File: src/hw/epc_regs.svh
// Constants for the power-condition subcommand handler and its host end
`ifndef EPC_REGS_SVH
`define EPC_REGS_SVH

// Command block codes
`define EPC_CMD_SET_FEATURES 8'hef
`define EPC_FEAT_EPC         8'h4a
`define EPC_SUB_GOTO         4'h1
`define EPC_SUB_TIMER        4'h2
`define EPC_SUB_STATE        4'h3
`define EPC_ID_ALL           8'hff

// Power condition identifiers, one per table slot
`define EPC_ID_0             8'h00
`define EPC_ID_1             8'h01
`define EPC_ID_2             8'h81
`define EPC_ID_3             8'h82
`define EPC_CHANGEABLE       4'hf
`define EPC_SAVABLE          4'h7
`define EPC_NUM_COND         4

// Sector number fields
`define EPC_SN_UNITS         7
`define EPC_SN_ENABLE        5
`define EPC_SN_SAVE          4

// Timer units in ms, limits in 100 ms units
`define EPC_UNIT_MS          100
`define EPC_MINUTE_MS        60000
`define EPC_TIMER_MAX        24'h3bffc4
`define EPC_TIMER_MIN        24'h000000
`define EPC_TIMER_RESET      24'h000000

// Status and error bits
`define EPC_ST_BSY           7
`define EPC_ST_RDY           6
`define EPC_ST_DF            5
`define EPC_ST_ERR           0
`define EPC_ER_ABT           2
`define EPC_STATUS_RESET     8'h40

// Host APB register map
`define EPC_APB_PARAM        12'h000
`define EPC_APB_CTRL         12'h004
`define EPC_APB_STAT         12'h008
`define EPC_CTRL_START       31

`endif

File: src/hw/epc_pkg.sv
// Types shared by the power-condition handler and its host end
package epc_pkg;

  typedef enum logic [1:0] {DevIdle, DevExec, DevEnter} dev_state_type;
  typedef enum logic [1:0] {HostIdle, HostLoad, HostIssue, HostWait} host_state_type;

  typedef struct packed {
    dev_state_type    st;
    logic             inCond;
    logic             goPend;
    logic [7:0]       condId;
    logic [7:0]       status;
    logic [7:0]       error;
    logic             done;
    logic [3:0][23:0] curTimer;
    logic [3:0][23:0] savTimer;
    logic [3:0]       curEn;
    logic [3:0]       savEn;
    logic [3:0]       timerRun;
  } dev_regs_type;

  typedef struct packed {
    host_state_type st;
    logic [31:0]    param;
    logic [7:0]     command;
    logic [7:0]     feature;
    logic           cmdWrite;
    logic           doneSticky;
    logic [7:0]     ataStatus;
    logic [7:0]     ataError;
    logic           pready;
    logic           pslverr;
    logic [31:0]    prdata;
  } host_regs_type;

endpackage

File: src/hw/epc_link_if.sv
// Command block link between host end and device end
`timescale 1ns/1ps
interface epc_link_if;
  // Host to device
  logic [7:0] feature;
  logic [7:0] secCount;
  logic [7:0] secNumber;
  logic [7:0] cylLow;
  logic [7:0] cylHigh;
  logic [7:0] command;
  logic       cmdWrite;
  // Device to host
  logic [7:0] ataStatus;
  logic [7:0] ataError;
  logic       cmdDone;

  modport dev (
    input  feature, secCount, secNumber, cylLow, cylHigh, command, cmdWrite,
    output ataStatus, ataError, cmdDone
  );
  modport host (
    output feature, secCount, secNumber, cylLow, cylHigh, command, cmdWrite,
    input  ataStatus, ataError, cmdDone
  );
endinterface

File: src/hw/epc_cond_check.sv
// Power condition lookup and timer clamp
`timescale 1ns/1ps
`include "epc_regs.svh"
module epc_cond_check (
  // Request fields
  input  wire logic [7:0]  condId,
  input  wire logic [15:0] timerIn,
  input  wire logic        minutes,
  // Lookup results
  output logic [1:0]  idx,
  output logic        supported,
  output logic        changeable,
  output logic        savable,
  output logic [23:0] timerClamped
);

  localparam logic [25:0] MinuteRatio = 26'(`EPC_MINUTE_MS / `EPC_UNIT_MS);

  function automatic logic [23:0] clampTimer(input logic [15:0] t, input logic m);
    logic [25:0] scaled;
    scaled = m ? {10'h000, t} * MinuteRatio : {10'h000, t};
    if (scaled > {2'b00, `EPC_TIMER_MAX}) begin
      clampTimer = `EPC_TIMER_MAX;
    end else if (scaled < {2'b00, `EPC_TIMER_MIN}) begin
      clampTimer = `EPC_TIMER_MIN;
    end else begin
      clampTimer = scaled[23:0];
    end
  endfunction

  always_comb begin
    supported = 1'b1;
    idx       = 2'd0;
    if (condId == `EPC_ID_0) begin
      idx = 2'd0;
    end else if (condId == `EPC_ID_1) begin
      idx = 2'd1;
    end else if (condId == `EPC_ID_2) begin
      idx = 2'd2;
    end else if (condId == `EPC_ID_3) begin
      idx = 2'd3;
    end else begin
      supported = 1'b0;
    end
    changeable   = supported && ((`EPC_CHANGEABLE >> idx) & 4'h1) != 4'h0;
    savable      = supported && ((`EPC_SAVABLE >> idx) & 4'h1) != 4'h0;
    timerClamped = clampTimer(timerIn, minutes);
  end

endmodule // epc_cond_check

File: src/hw/epc_device.sv
// Device end: decodes and executes the power-condition subcommands
//
// Contract
// - Subcommand 1h selects go-to condition
// - Subcommand 2h selects set condition timer
// - Host puts condition identifier in sector count
// - Successful go-to halts all enabled timers
// - Enter condition right after completion
// - Stay there until next command or reset
// - Abort go-to: FFh, unsupported, feature disabled
// - Timer load takes cylinder high/low value
// - Timer enabled only if enable and nonzero
// - Save bit copies current into saved fields
// - Bit 7 picks 100 ms or minute units
// - Bit 5 enable, bit 4 save
// - Clamp out-of-range timer to limits
// - Maximum 3BFFC4h in 100 ms, minimum zero
// - Abort timer: unchangeable, unsupported, disabled, unsavable
// - Aborted timer request changes nothing
// - Set-state enables timer per enable bit
// - Set-state with save copies enabled flag
// - Subcommand 3h selects set condition state
// - Set-state abort on unsavable save; no change
//
// Implementation choices: the register offsets and the APB register port.
`timescale 1ns/1ps
`include "epc_regs.svh"
module epc_device (
  // Clock and reset
  input  wire logic         core_clk,
  input  wire logic         rstn,
  // Command block link
  epc_link_if.dev           link,
  // Feature state from the rest of the device
  input  wire logic         epcEnabled,
  // Power condition state
  output logic              inPowerCond,
  output logic [7:0]        powerCondId,
  output logic [3:0]        timerRun,
  output logic [3:0]        curEnable,
  output logic [3:0]        savEnable,
  output logic [3:0][23:0]  curTimers,
  output logic [3:0][23:0]  savTimers
);

  epc_pkg::dev_regs_type r_q;
  epc_pkg::dev_regs_type r_d;

  logic [1:0]  idx;
  logic        supported;
  logic        changeable;
  logic        savable;
  logic [23:0] timerClamped;

  epc_cond_check i_epc_cond_check (
    .condId       (link.secCount),
    .timerIn      ({link.cylHigh, link.cylLow}),
    .minutes      (link.secNumber[`EPC_SN_UNITS]),
    .idx          (idx),
    .supported    (supported),
    .changeable   (changeable),
    .savable      (savable),
    .timerClamped (timerClamped)
  );

  function automatic logic [7:0] okStatus();
    logic [7:0] s;
    s = 8'h00;
    s[`EPC_ST_RDY] = 1'b1;
    okStatus = s;
  endfunction

  logic [3:0] sub;
  logic       enReq;
  logic       saveReq;
  logic       isEpc;
  logic       abortCmd;

  always_comb begin
    r_d      = r_q;
    r_d.done = 1'b0;
    sub      = link.secNumber[3:0];
    enReq    = link.secNumber[`EPC_SN_ENABLE];
    saveReq  = link.secNumber[`EPC_SN_SAVE];
    isEpc    = link.command == `EPC_CMD_SET_FEATURES && link.feature == `EPC_FEAT_EPC;
    abortCmd = 1'b0;

    case (r_q.st)
      epc_pkg::DevIdle: begin
        if (link.cmdWrite) begin
          // any new command ends the entered condition
          r_d.inCond = 1'b0;
          r_d.goPend = 1'b0;
          r_d.status = 8'h00;
          r_d.status[`EPC_ST_BSY] = 1'b1;
          r_d.error  = 8'h00;
          r_d.st     = epc_pkg::DevExec;
        end
      end

      epc_pkg::DevExec: begin
        // Parameters are sampled here; the host holds them while busy
        if (!isEpc) begin
          abortCmd = link.command == `EPC_CMD_SET_FEATURES;
        end else if (sub == `EPC_SUB_GOTO) begin
          if (link.secCount == `EPC_ID_ALL || !supported || !epcEnabled) begin
            abortCmd = 1'b1;
          end else begin
            r_d.goPend = 1'b1;
            r_d.condId = link.secCount;
          end
        end else if (sub == `EPC_SUB_TIMER) begin
          if (!supported || !changeable || !epcEnabled || (saveReq && !savable)) begin
            abortCmd = 1'b1;
          end else begin
            r_d.curTimer[idx] = timerClamped;
            // enabled only with a nonzero value
            r_d.curEn[idx]    = enReq && timerClamped != 24'h000000;
            if (saveReq && savable) begin
              r_d.savTimer[idx] = timerClamped;
              r_d.savEn[idx]    = r_d.curEn[idx];
            end
          end
        end else if (sub == `EPC_SUB_STATE) begin
          if (!supported || !changeable || !epcEnabled || (saveReq && !savable)) begin
            abortCmd = 1'b1;
          end else begin
            r_d.curEn[idx] = enReq;
            if (saveReq) begin
              r_d.savEn[idx] = enReq;
            end
          end
        end else begin
          // Restore, feature enable/disable and any other subcommand are aborted here
          abortCmd = 1'b1;
        end

        r_d.status = okStatus();
        // an abort leaves all settings as they were
        if (abortCmd) begin
          r_d.curTimer = r_q.curTimer;
          r_d.savTimer = r_q.savTimer;
          r_d.curEn    = r_q.curEn;
          r_d.savEn    = r_q.savEn;
          r_d.goPend   = 1'b0;
          r_d.error[`EPC_ER_ABT]  = 1'b1;
          r_d.status[`EPC_ST_ERR] = 1'b1;
        end
        r_d.done = 1'b1;
        r_d.st   = r_d.goPend ? epc_pkg::DevEnter : epc_pkg::DevIdle;
      end

      epc_pkg::DevEnter: begin
        // enter the condition once completion is reported
        r_d.inCond = 1'b1;
        r_d.goPend = 1'b0;
        r_d.st     = epc_pkg::DevIdle;
        if (link.cmdWrite) begin
          // a command arriving here still wins
          r_d.inCond = 1'b0;
          r_d.status = 8'h00;
          r_d.status[`EPC_ST_BSY] = 1'b1;
          r_d.error  = 8'h00;
          r_d.st     = epc_pkg::DevExec;
        end
      end

      default: begin
        r_d.st = epc_pkg::DevIdle;
      end
    endcase

    // timers stand still while a go-to condition is held
    r_d.timerRun = (r_d.inCond || r_d.goPend) ? 4'h0 : r_d.curEn;
  end

  always_ff @(posedge core_clk) begin
    if (!rstn) begin
      r_q.st       <= epc_pkg::DevIdle;
      r_q.inCond   <= 1'b0;
      r_q.goPend   <= 1'b0;
      r_q.condId   <= 8'h00;
      r_q.status   <= `EPC_STATUS_RESET;
      r_q.error    <= 8'h00;
      r_q.done     <= 1'b0;
      r_q.curTimer <= {4{`EPC_TIMER_RESET}};
      r_q.savTimer <= {4{`EPC_TIMER_RESET}};
      r_q.curEn    <= 4'h0;
      r_q.savEn    <= 4'h0;
      r_q.timerRun <= 4'h0;
    end else begin
      r_q <= r_d;
    end
  end

  // Outputs straight from the state register
  assign link.ataStatus = r_q.status;
  assign link.ataError  = r_q.error;
  assign link.cmdDone   = r_q.done;
  assign inPowerCond    = r_q.inCond;
  assign powerCondId    = r_q.condId;
  assign timerRun       = r_q.timerRun;
  assign curEnable      = r_q.curEn;
  assign savEnable      = r_q.savEn;
  assign curTimers      = r_q.curTimer;
  assign savTimers      = r_q.savTimer;

endmodule // epc_device

File: src/flat_wrapper.sv
// flat-port wrapper written by rule: the top's interface ports become plain ports
module epc_device_flat 
  (core_clk, rstn, epcEnabled, inPowerCond, powerCondId, timerRun, curEnable, savEnable, curTimers, savTimers, link_feature, link_secCount, link_secNumber, link_cylLow, link_cylHigh, link_command, link_cmdWrite, link_ataStatus, link_ataError, link_cmdDone);
  epc_link_if link_i ();
  input  wire logic core_clk;
  input  wire logic rstn;
  input  wire logic epcEnabled;
  output logic inPowerCond;
  output logic [7:0] powerCondId;
  output logic [3:0] timerRun;
  output logic [3:0] curEnable;
  output logic [3:0] savEnable;
  output logic [3:0][23:0] curTimers;
  output logic [3:0][23:0] savTimers;
  input wire logic [$bits(link_i.feature)-1:0] link_feature;
  input wire logic [$bits(link_i.secCount)-1:0] link_secCount;
  input wire logic [$bits(link_i.secNumber)-1:0] link_secNumber;
  input wire logic [$bits(link_i.cylLow)-1:0] link_cylLow;
  input wire logic [$bits(link_i.cylHigh)-1:0] link_cylHigh;
  input wire logic [$bits(link_i.command)-1:0] link_command;
  input wire logic [$bits(link_i.cmdWrite)-1:0] link_cmdWrite;
  output wire logic [$bits(link_i.ataStatus)-1:0] link_ataStatus;
  output wire logic [$bits(link_i.ataError)-1:0] link_ataError;
  output wire logic [$bits(link_i.cmdDone)-1:0] link_cmdDone;
  assign link_i.feature = link_feature;
  assign link_i.secCount = link_secCount;
  assign link_i.secNumber = link_secNumber;
  assign link_i.cylLow = link_cylLow;
  assign link_i.cylHigh = link_cylHigh;
  assign link_i.command = link_command;
  assign link_i.cmdWrite = link_cmdWrite;
  assign link_ataStatus = link_i.ataStatus;
  assign link_ataError = link_i.ataError;
  assign link_cmdDone = link_i.cmdDone;
  epc_device u_core (.core_clk(core_clk), .rstn(rstn), .link(link_i), .epcEnabled(epcEnabled), .inPowerCond(inPowerCond), .powerCondId(powerCondId), .timerRun(timerRun), .curEnable(curEnable), .savEnable(savEnable), .curTimers(curTimers), .savTimers(savTimers));
endmodule
File: config.mk
export PLATFORM = sky130hd
export DESIGN_NAME = epc_device_flat
export DESIGN_NICKNAME = d
export VERILOG_FILES = /design/src/hw/epc_pkg.sv /design/src/hw/epc_link_if.sv /design/src/hw/epc_cond_check.sv /design/src/hw/epc_device.sv /design/src/flat_wrapper.sv
export VERILOG_INCLUDE_DIRS = /design/src /design/src/hw
export SDC_FILE = /design/constraint.sdc
export NUM_CORES = 1
export LEC_CHECK = 0
export ABC_AREA = 1
export BUFFER_PORTS_ARGS = -buffer_cell sky130_fd_sc_hd__buf_4
export CAP_MARGIN = 0
export CORE_MARGIN = 2
export CORE_UTILIZATION = 30
export CTS_CLUSTER_DIAMETER = 40
export DETAILED_ROUTE_END_ITERATION = 7
export PLACE_DENSITY = 0.55
export SETUP_SLACK_MARGIN = 0.1
export SKIP_LAST_GASP = 1
export SLEW_MARGIN = 20
export SYNTH_ARGS = -nofsm -noshare
export SYNTH_HDL_FRONTEND = slang
export SYNTH_SLANG_ARGS = --single-unit
File: constraint.sdc
create_clock -name core_clk -period 4.6 [get_ports core_clk]
set_clock_uncertainty 0.1 [all_clocks]
set_input_delay 0.92 -clock core_clk [delete_from_list [all_inputs] [get_ports core_clk]]
set_output_delay 0.92 -clock core_clk [all_outputs]
set_load 0.02 [all_outputs]
==> metrics.yaml, run 1 <==
floorplanning:
  die_width_um: 207.5
  start_util_pct: 30.43
  core_area_um2: 40830
  pin_count: 282
  rows: 74
  die-area_um2: 43060
  die_height_um: 207.5
synth:
  netlist_instances: 1661
  yosys_warnings: 0
  ys_seq_elements: 221
  synth-adder-area-share_pct: 9.849
  synth_edf_count: 0
  synth_seq_area_share_pct: 35.61
  synth.mux.area_fraction_pct: 0
  synth_xor_area_share_pct: 0.07049
  yosys.cell_types.count: 40
  synth-simple-area-share_pct: 19.85
  synth_top_family_by_area: "buffers and inverters"
  synth_area_um2: 12420
  synth-async-reset-ratio_pct: 0
  synthFlopType: "dfxtp_1"
  synth-compound-area-share_pct: 12.42
  syn_area_per_cell_um2: 7.480
global_route:
  grt_pass1_wl_um: 58930
  grt_pass1_vias: 10120
  grtUsageTotal_pct: 17.62
  grt_max_degree: 90
  antenna_found_initial: 0
  gr-total-overflow: 0
clock_network:
  clk_pin_slew_ns: 0.05
  h-tree-depth: 2
  clock-root-buffer: "clkbuf_16"
  cts_tree: "yes"
  cts_sinks: 221
  clk_path_buf_depth: 3
  numCtsBuffers: 41
  clkLatencyLatePin_ns: 0.55
route:
  wl_per_cell_um: 16.54
  drt_iter0_drc: 506
  first_pass_iters: 5
  antenna_left: 0
  routed_via_density: 4.483
  drc: 0
  finalWirelength_um: 39440
  via_count: 10690
layout:
  final_cell_mix: "buf_4, nand2_1, dfxtp_1, a21oi_1, inv_1"
  mostFrequentLayoutCell: "buf_4"
  final_util_pct: 40.88
  num_antenna_cells: 0
  drive_above_1_share_pct: 36.86
  nets: 1958
  fin_cells: 2385
  syn2layout_area_growth_pct: 34.34
  fillCellCount: 4117
critical_path:
  worstPathRequired_ns: 4.91
  crit_path_end_kind: "register"
  crit_arrival_ns: 4.88
  crit_type: "input port to register"
  cp_max_fo: 6
  start_kind: "input port"
power:
  powerDensity_nw_per_um2: 464.5
  ir_worst_vdd_mv: 0.2578
  leakage_nw: 7.892
place:
  portBuffers: 268
  dp_cells: 2298
  place_hpwl_um: 29200
  pre_cts_ws_ns: -0.6031
  gp_congestion: 0.8911
timing:
  rsz0062_at_grt: "yes"
  finalCritPeriodShare_pct: 99.43
  slew_headroom_pct: 43.54
  tightest_slew_ns: 0.8469
  slew_violations: 0
  hold_ws_ns: 0.3226
  hold_viol_final: 0
  fin_tns_setup_ns: 0
  setup_violations: 0
  max_freq_mhz: 218.6
  layout_setup_ws_ns: 0.02607
  fin_crit_ns: 4.574
min_path:
  hold_path_class: "register to register"
run_status:
  status: "finished clean"
job:
  max_cap_viol_count: 0
## critical path: stages
cell and delay (ns):
buf_12 0.11, ha_4 0.27, ha_4 0.19, fa_1 0.50, inv_1 0.05, fa_1 0.51, inv_2 0.05, ha_4 0.28
nand2_8 0.10, inv_2 0.04, a21oi_2 0.16, buf_4 0.14, nor2_2 0.03, nor2_1 0.13, nand3_1 0.11, nand3_2 0.11
inv_2 0.06, buf_4 0.14, nor2_1 0.14, nand4_1 0.15, nor2_2 0.16, nand3_4 0.13, nand2_4 0.13, nand2_2 0.07
nand2_2 0.07, nand2_2 0.05, nand2_2 0.07, nor2_1 0.03
## path summary, 6_finish.rpt
kind,cells past startpoint,slack [ns],from,end
max,28,0.03,link_cylHigh[0],u_core.curEnable[3]$_SDFF_PN0_
max reg2reg,8,2.23,u_core.r_q[231]$_SDFFE_PN0P_,register
min reg2reg,2,0.32,register,register
min,2,0.32,register,register
## layout make-up
cell class	instances	area, um2	share of cell area, %
multi-input cells	967	6285	37.65
well taps	532	665.6	3.988
repair buffers	390	3134	18.78
clock inverters	26	302.8	1.814
inverters	201	775.7	4.648
clock buffers	48	1104	6.612
flip-flops and latches	221	4424	26.51
## where the power goes
group / internal, W / total (W) / switching [W] / leakage, nW
combinational: 0.00120 / 0.00280 / 0.00160 / 5.44
clock: 0.00192 / 0.00303 / 0.00111 / 0.669
sequential: 0.00192 / 0.00192 / 0.00000196 / 1.78
## stage by stage
| stage | power, W | area (um2) |
|---|---|---|
| finish | 0.007752 | 16690 |
| detailed placement | 0.004351 | 14630 |
| global placement | 0.004332 | 14630 |
| CTS | 0.007453 | 16100 |
| global route | 0.008155 | 16690 |
| floorplan | 0.003268 | 13000 |
## what timing repair did
action | in CTS | in global routing
buffers inserted | 2 | 11
hold buffers | 0 | 0
pin swaps | 2 | 65
gates resized for setup | 11 | 146
endpoints found under the setup margin | 69 | 144
## Yosys cell counts, types with 3 or more instances
cell	count	area share, %
a21oi_1	185	7.5
buf_2	20	0.81
buf_4	229	14
buf_6	7	0.63
clkbuf_1	25	0.76
dfxtp_1	221	36
fa_1	23	3.7
ha_1	61	6.1
inv_1	181	5.5
inv_2	19	0.57
nand2_1	341	10
nand3_1	53	2.1
nand3b_1	3	0.18
nand4_1	11	0.55
nor2_1	112	3.4
nor2_2	4	0.20
nor2_8	4	0.64
nor3_1	10	0.40
nor3_2	4	0.32
nor3b_1	13	0.79
o21a_1	3	0.18
o21ai_0	41	1.7
o21ai_1	69	2.8
## logic make-up after synthesis
| kind of cell | count (synthesis) |
|---|---|
| buffers and inverters | 484 |
| AND/OR/NAND/NOR | 567 |
| XOR/XNOR | 1 |
| other | 1 |
| flip-flops | 221 |
| adder cells (fa/ha/maj) | 84 |
| AO/OA/AOI/OAI | 303 |
## per-layer routing
layer,vias to the layer above,global-route usage [%],share of wire (%)
met2,280,28.70,47
met5,-,0,0
met3,60,4.720,6.2
met1,4973,22.40,44
met4,0,6.207,2.6
li1,5380,-,-
Power figures use the tool's default switching activity.
==> inputs of run 2 (changes only) <==
- PLACE_DENSITY: 0.55 -> 0.53
- clock period: 4.6 -> 5.54 ns (I/O delays scaled with it)
==> run 2 against run 1 <==
  * Sequential share of layout area increased by 2.4 points
  * Clock power is 17% lower
  * Global-route usage fell by 0.80 points
  * Sequential cell count did not move
  * Critical path depth decreased by 3
  * First-iteration DRC count is 3.4% higher
  * Wire length down 6.6%
  * Power is 26% lower
  * Utilization shrank 3.4 points
  * Cell count is 1.9% lower
  * Register-to-register slack improved by 0.80 ns
  * Setup slack better by 0.41 ns
==> metrics.yaml, run 2 (same netlist as run 1, synthesis figures left out) <==
floorplanning:
  die_width_um: 207.5
  die-area_um2: 43060
  start_util_pct: 30.43
  pin_count: 282
  die_height_um: 207.5
  rows: 74
  core_area_um2: 40830
power:
  leakage_nw: 7.562
  finalPower_w: 0.005699
  ir_worst_vdd_mv: 0.1675
  switching_power_w: 0.001794
  p_seq_share_pct: 28.0
  internal_power_w: 0.003904
  combPwrFrac_pct: 28.2
  powerDensity_nw_per_um2: 372.5
  p_sw_share_pct: 31.49
  pwr-share-clk_pct: 43.8
clock_network:
  clk_pin_slew_ns: 0.06
  clk_path_buf_depth: 3
  clock-root-buffer: "clkbuf_16"
  cts_resized: 0
  numCtsBuffers: 35
  cts_tree: "yes"
  h-tree-depth: 2
  cts_sinks: 221
  postCtsHoldBufs: 0
  cts.repair_timing.setup_buffer_count: 0
  clkLatencyLatePin_ns: 0.50
layout:
  nets: 1918
  fin_cells: 2340
  final_cell_mix: "buf_4, nand2_1, dfxtp_1, a21oi_1, inv_1"
  drive_above_1_share_pct: 27.10
  final_cell_area_um2: 15300
  fillCellCount: 4266
  register_area_um2: 4424
  multi_input_area_um2: 5399
  syn2layout_area_growth_pct: 23.12
  num_antenna_cells: 0
  final_util_pct: 37.46
  mostFrequentLayoutCell: "buf_4"
route:
  wl_per_cell_um: 15.74
  via_count: 10340
  first_pass_iters: 5
  antenna_left: 0
  drc: 0
  drt_iter0_drc: 523
  routed_via_density: 4.420
  finalWirelength_um: 36840
critical_path:
  max_stage_delay_ns: 0.54
  timing.rr.start: "u_core.r_q[231]$_SDFFE_PN0P_"
  crit_type: "input port to register"
  r2r_setup_slack_ns: 3.03
  slowest_stage: "fa_1"
  cp-startpoint: "link_cylHigh[1]"
  worstPathRequired_ns: 5.80
  cp_max_fo: 12
  crit_arrival_ns: 5.37
  crit_path_end_kind: "register"
  rr_worst_depth: 9
  cp_common_cell: "nand2_1"
  start_kind: "input port"
timing:
  fin_crit_ns: 5.108
  slew_violations: 0
  hold_viol_final: 0
  slew_headroom_pct: 43.99
  tightest_slew_ns: 0.8402
  finalCritPeriodShare_pct: 92.20
  hold_ws_ns: 0.3232
  max_freq_mhz: 195.8
  setup_violations: 0
  rsz0062_at_grt: "no"
place:
  gp_congestion: 0.8887
  place_area_um2: 13830
  portBuffers: 268
  place_hpwl_um: 28030
  dp_cells: 2277
min_path:
  holdPathStages: 2
  hold_path_class: "register to register"
global_route:
  gr-total-overflow: 0
  grtUsageTotal_pct: 16.81
  grt_pass1_vias: 9930
  grt_max_degree: 79
  antenna_found_initial: 0
  grt_pass1_wl_um: 57130
run_status:
  status: "finished clean"
job:
  max_cap_viol_count: 0
run 2: changes by cell type in the layout (fill, tap and decap cells not counted), moves of 21 or more:
cell     previous run  this run
nand2_1           283       328
nand2_2            43        12
ha_4               28         2
nor2_1             77       103
ha_1               33        56
nor2_4             26         3
inv_1             159       180
run 2: metal layers:
layer,part of all wire (%),track usage [%]
met1,45,21.67
met2,45,26.93
met3,7.3,5.053
met4,2.6,5.296
met5,0,0
run 2: worst max-delay path by stage:
| stage | end | cells past startpoint |
|---|---|---|
| global route | register | 26 |
| global placement | register | 27 |
| finish | register | 25 |
| floorplan | u_core.curEnable[0]$_SDFF_PN0_ | 27 |
| detailed placement | register | 24 |
| CTS | register | 26 |
run 2: power groups by stage:
stage	clock network [W]	registers (W)	logic (W)
after global routing	0.00262	0.00159	0.00182
after CTS	0.00256	0.00159	0.00155
after floorplan	0	0.00163	0.000833
final	0.00250	0.00159	0.00161
after detailed placement	0	0.00163	0.00154
after global placement	0	0.00163	0.00153
run 2: layout make-up:
class / instances / share of cell area, %
Clock buffer: 42 / 6.437
Tap cell: 532 / 4.351
Sequential cell: 221 / 28.92
Clock inverter: 21 / 2.380
Multi-Input combinational cell: 967 / 35.29
Timing Repair Buffer: 356 / 17.66
Inverter: 201 / 4.957
run 2: metrics by stage:
stage / TNS, ns / worst slack, ns
5_1_grt: 0 / 0.09855
2_1_floorplan: 0 / 0.4192
3_3_place_gp: -23.22 / -0.3284
4_1_cts: 0 / 0.1891
6_report: 0 / 0.4323
3_5_place_dp: -23.40 / -0.3199
run 2: critical path: cells and delay by family:
| kind | cells | cell delay, ns |
|---|---|---|
| adder cells (fa/ha/maj) | 5 | 1.97 |
| AND/OR/NAND/NOR | 13 | 1.53 |
| buffers and inverters | 6 | 0.68 |
| AO/OA/AOI/OAI | 1 | 0.06 |
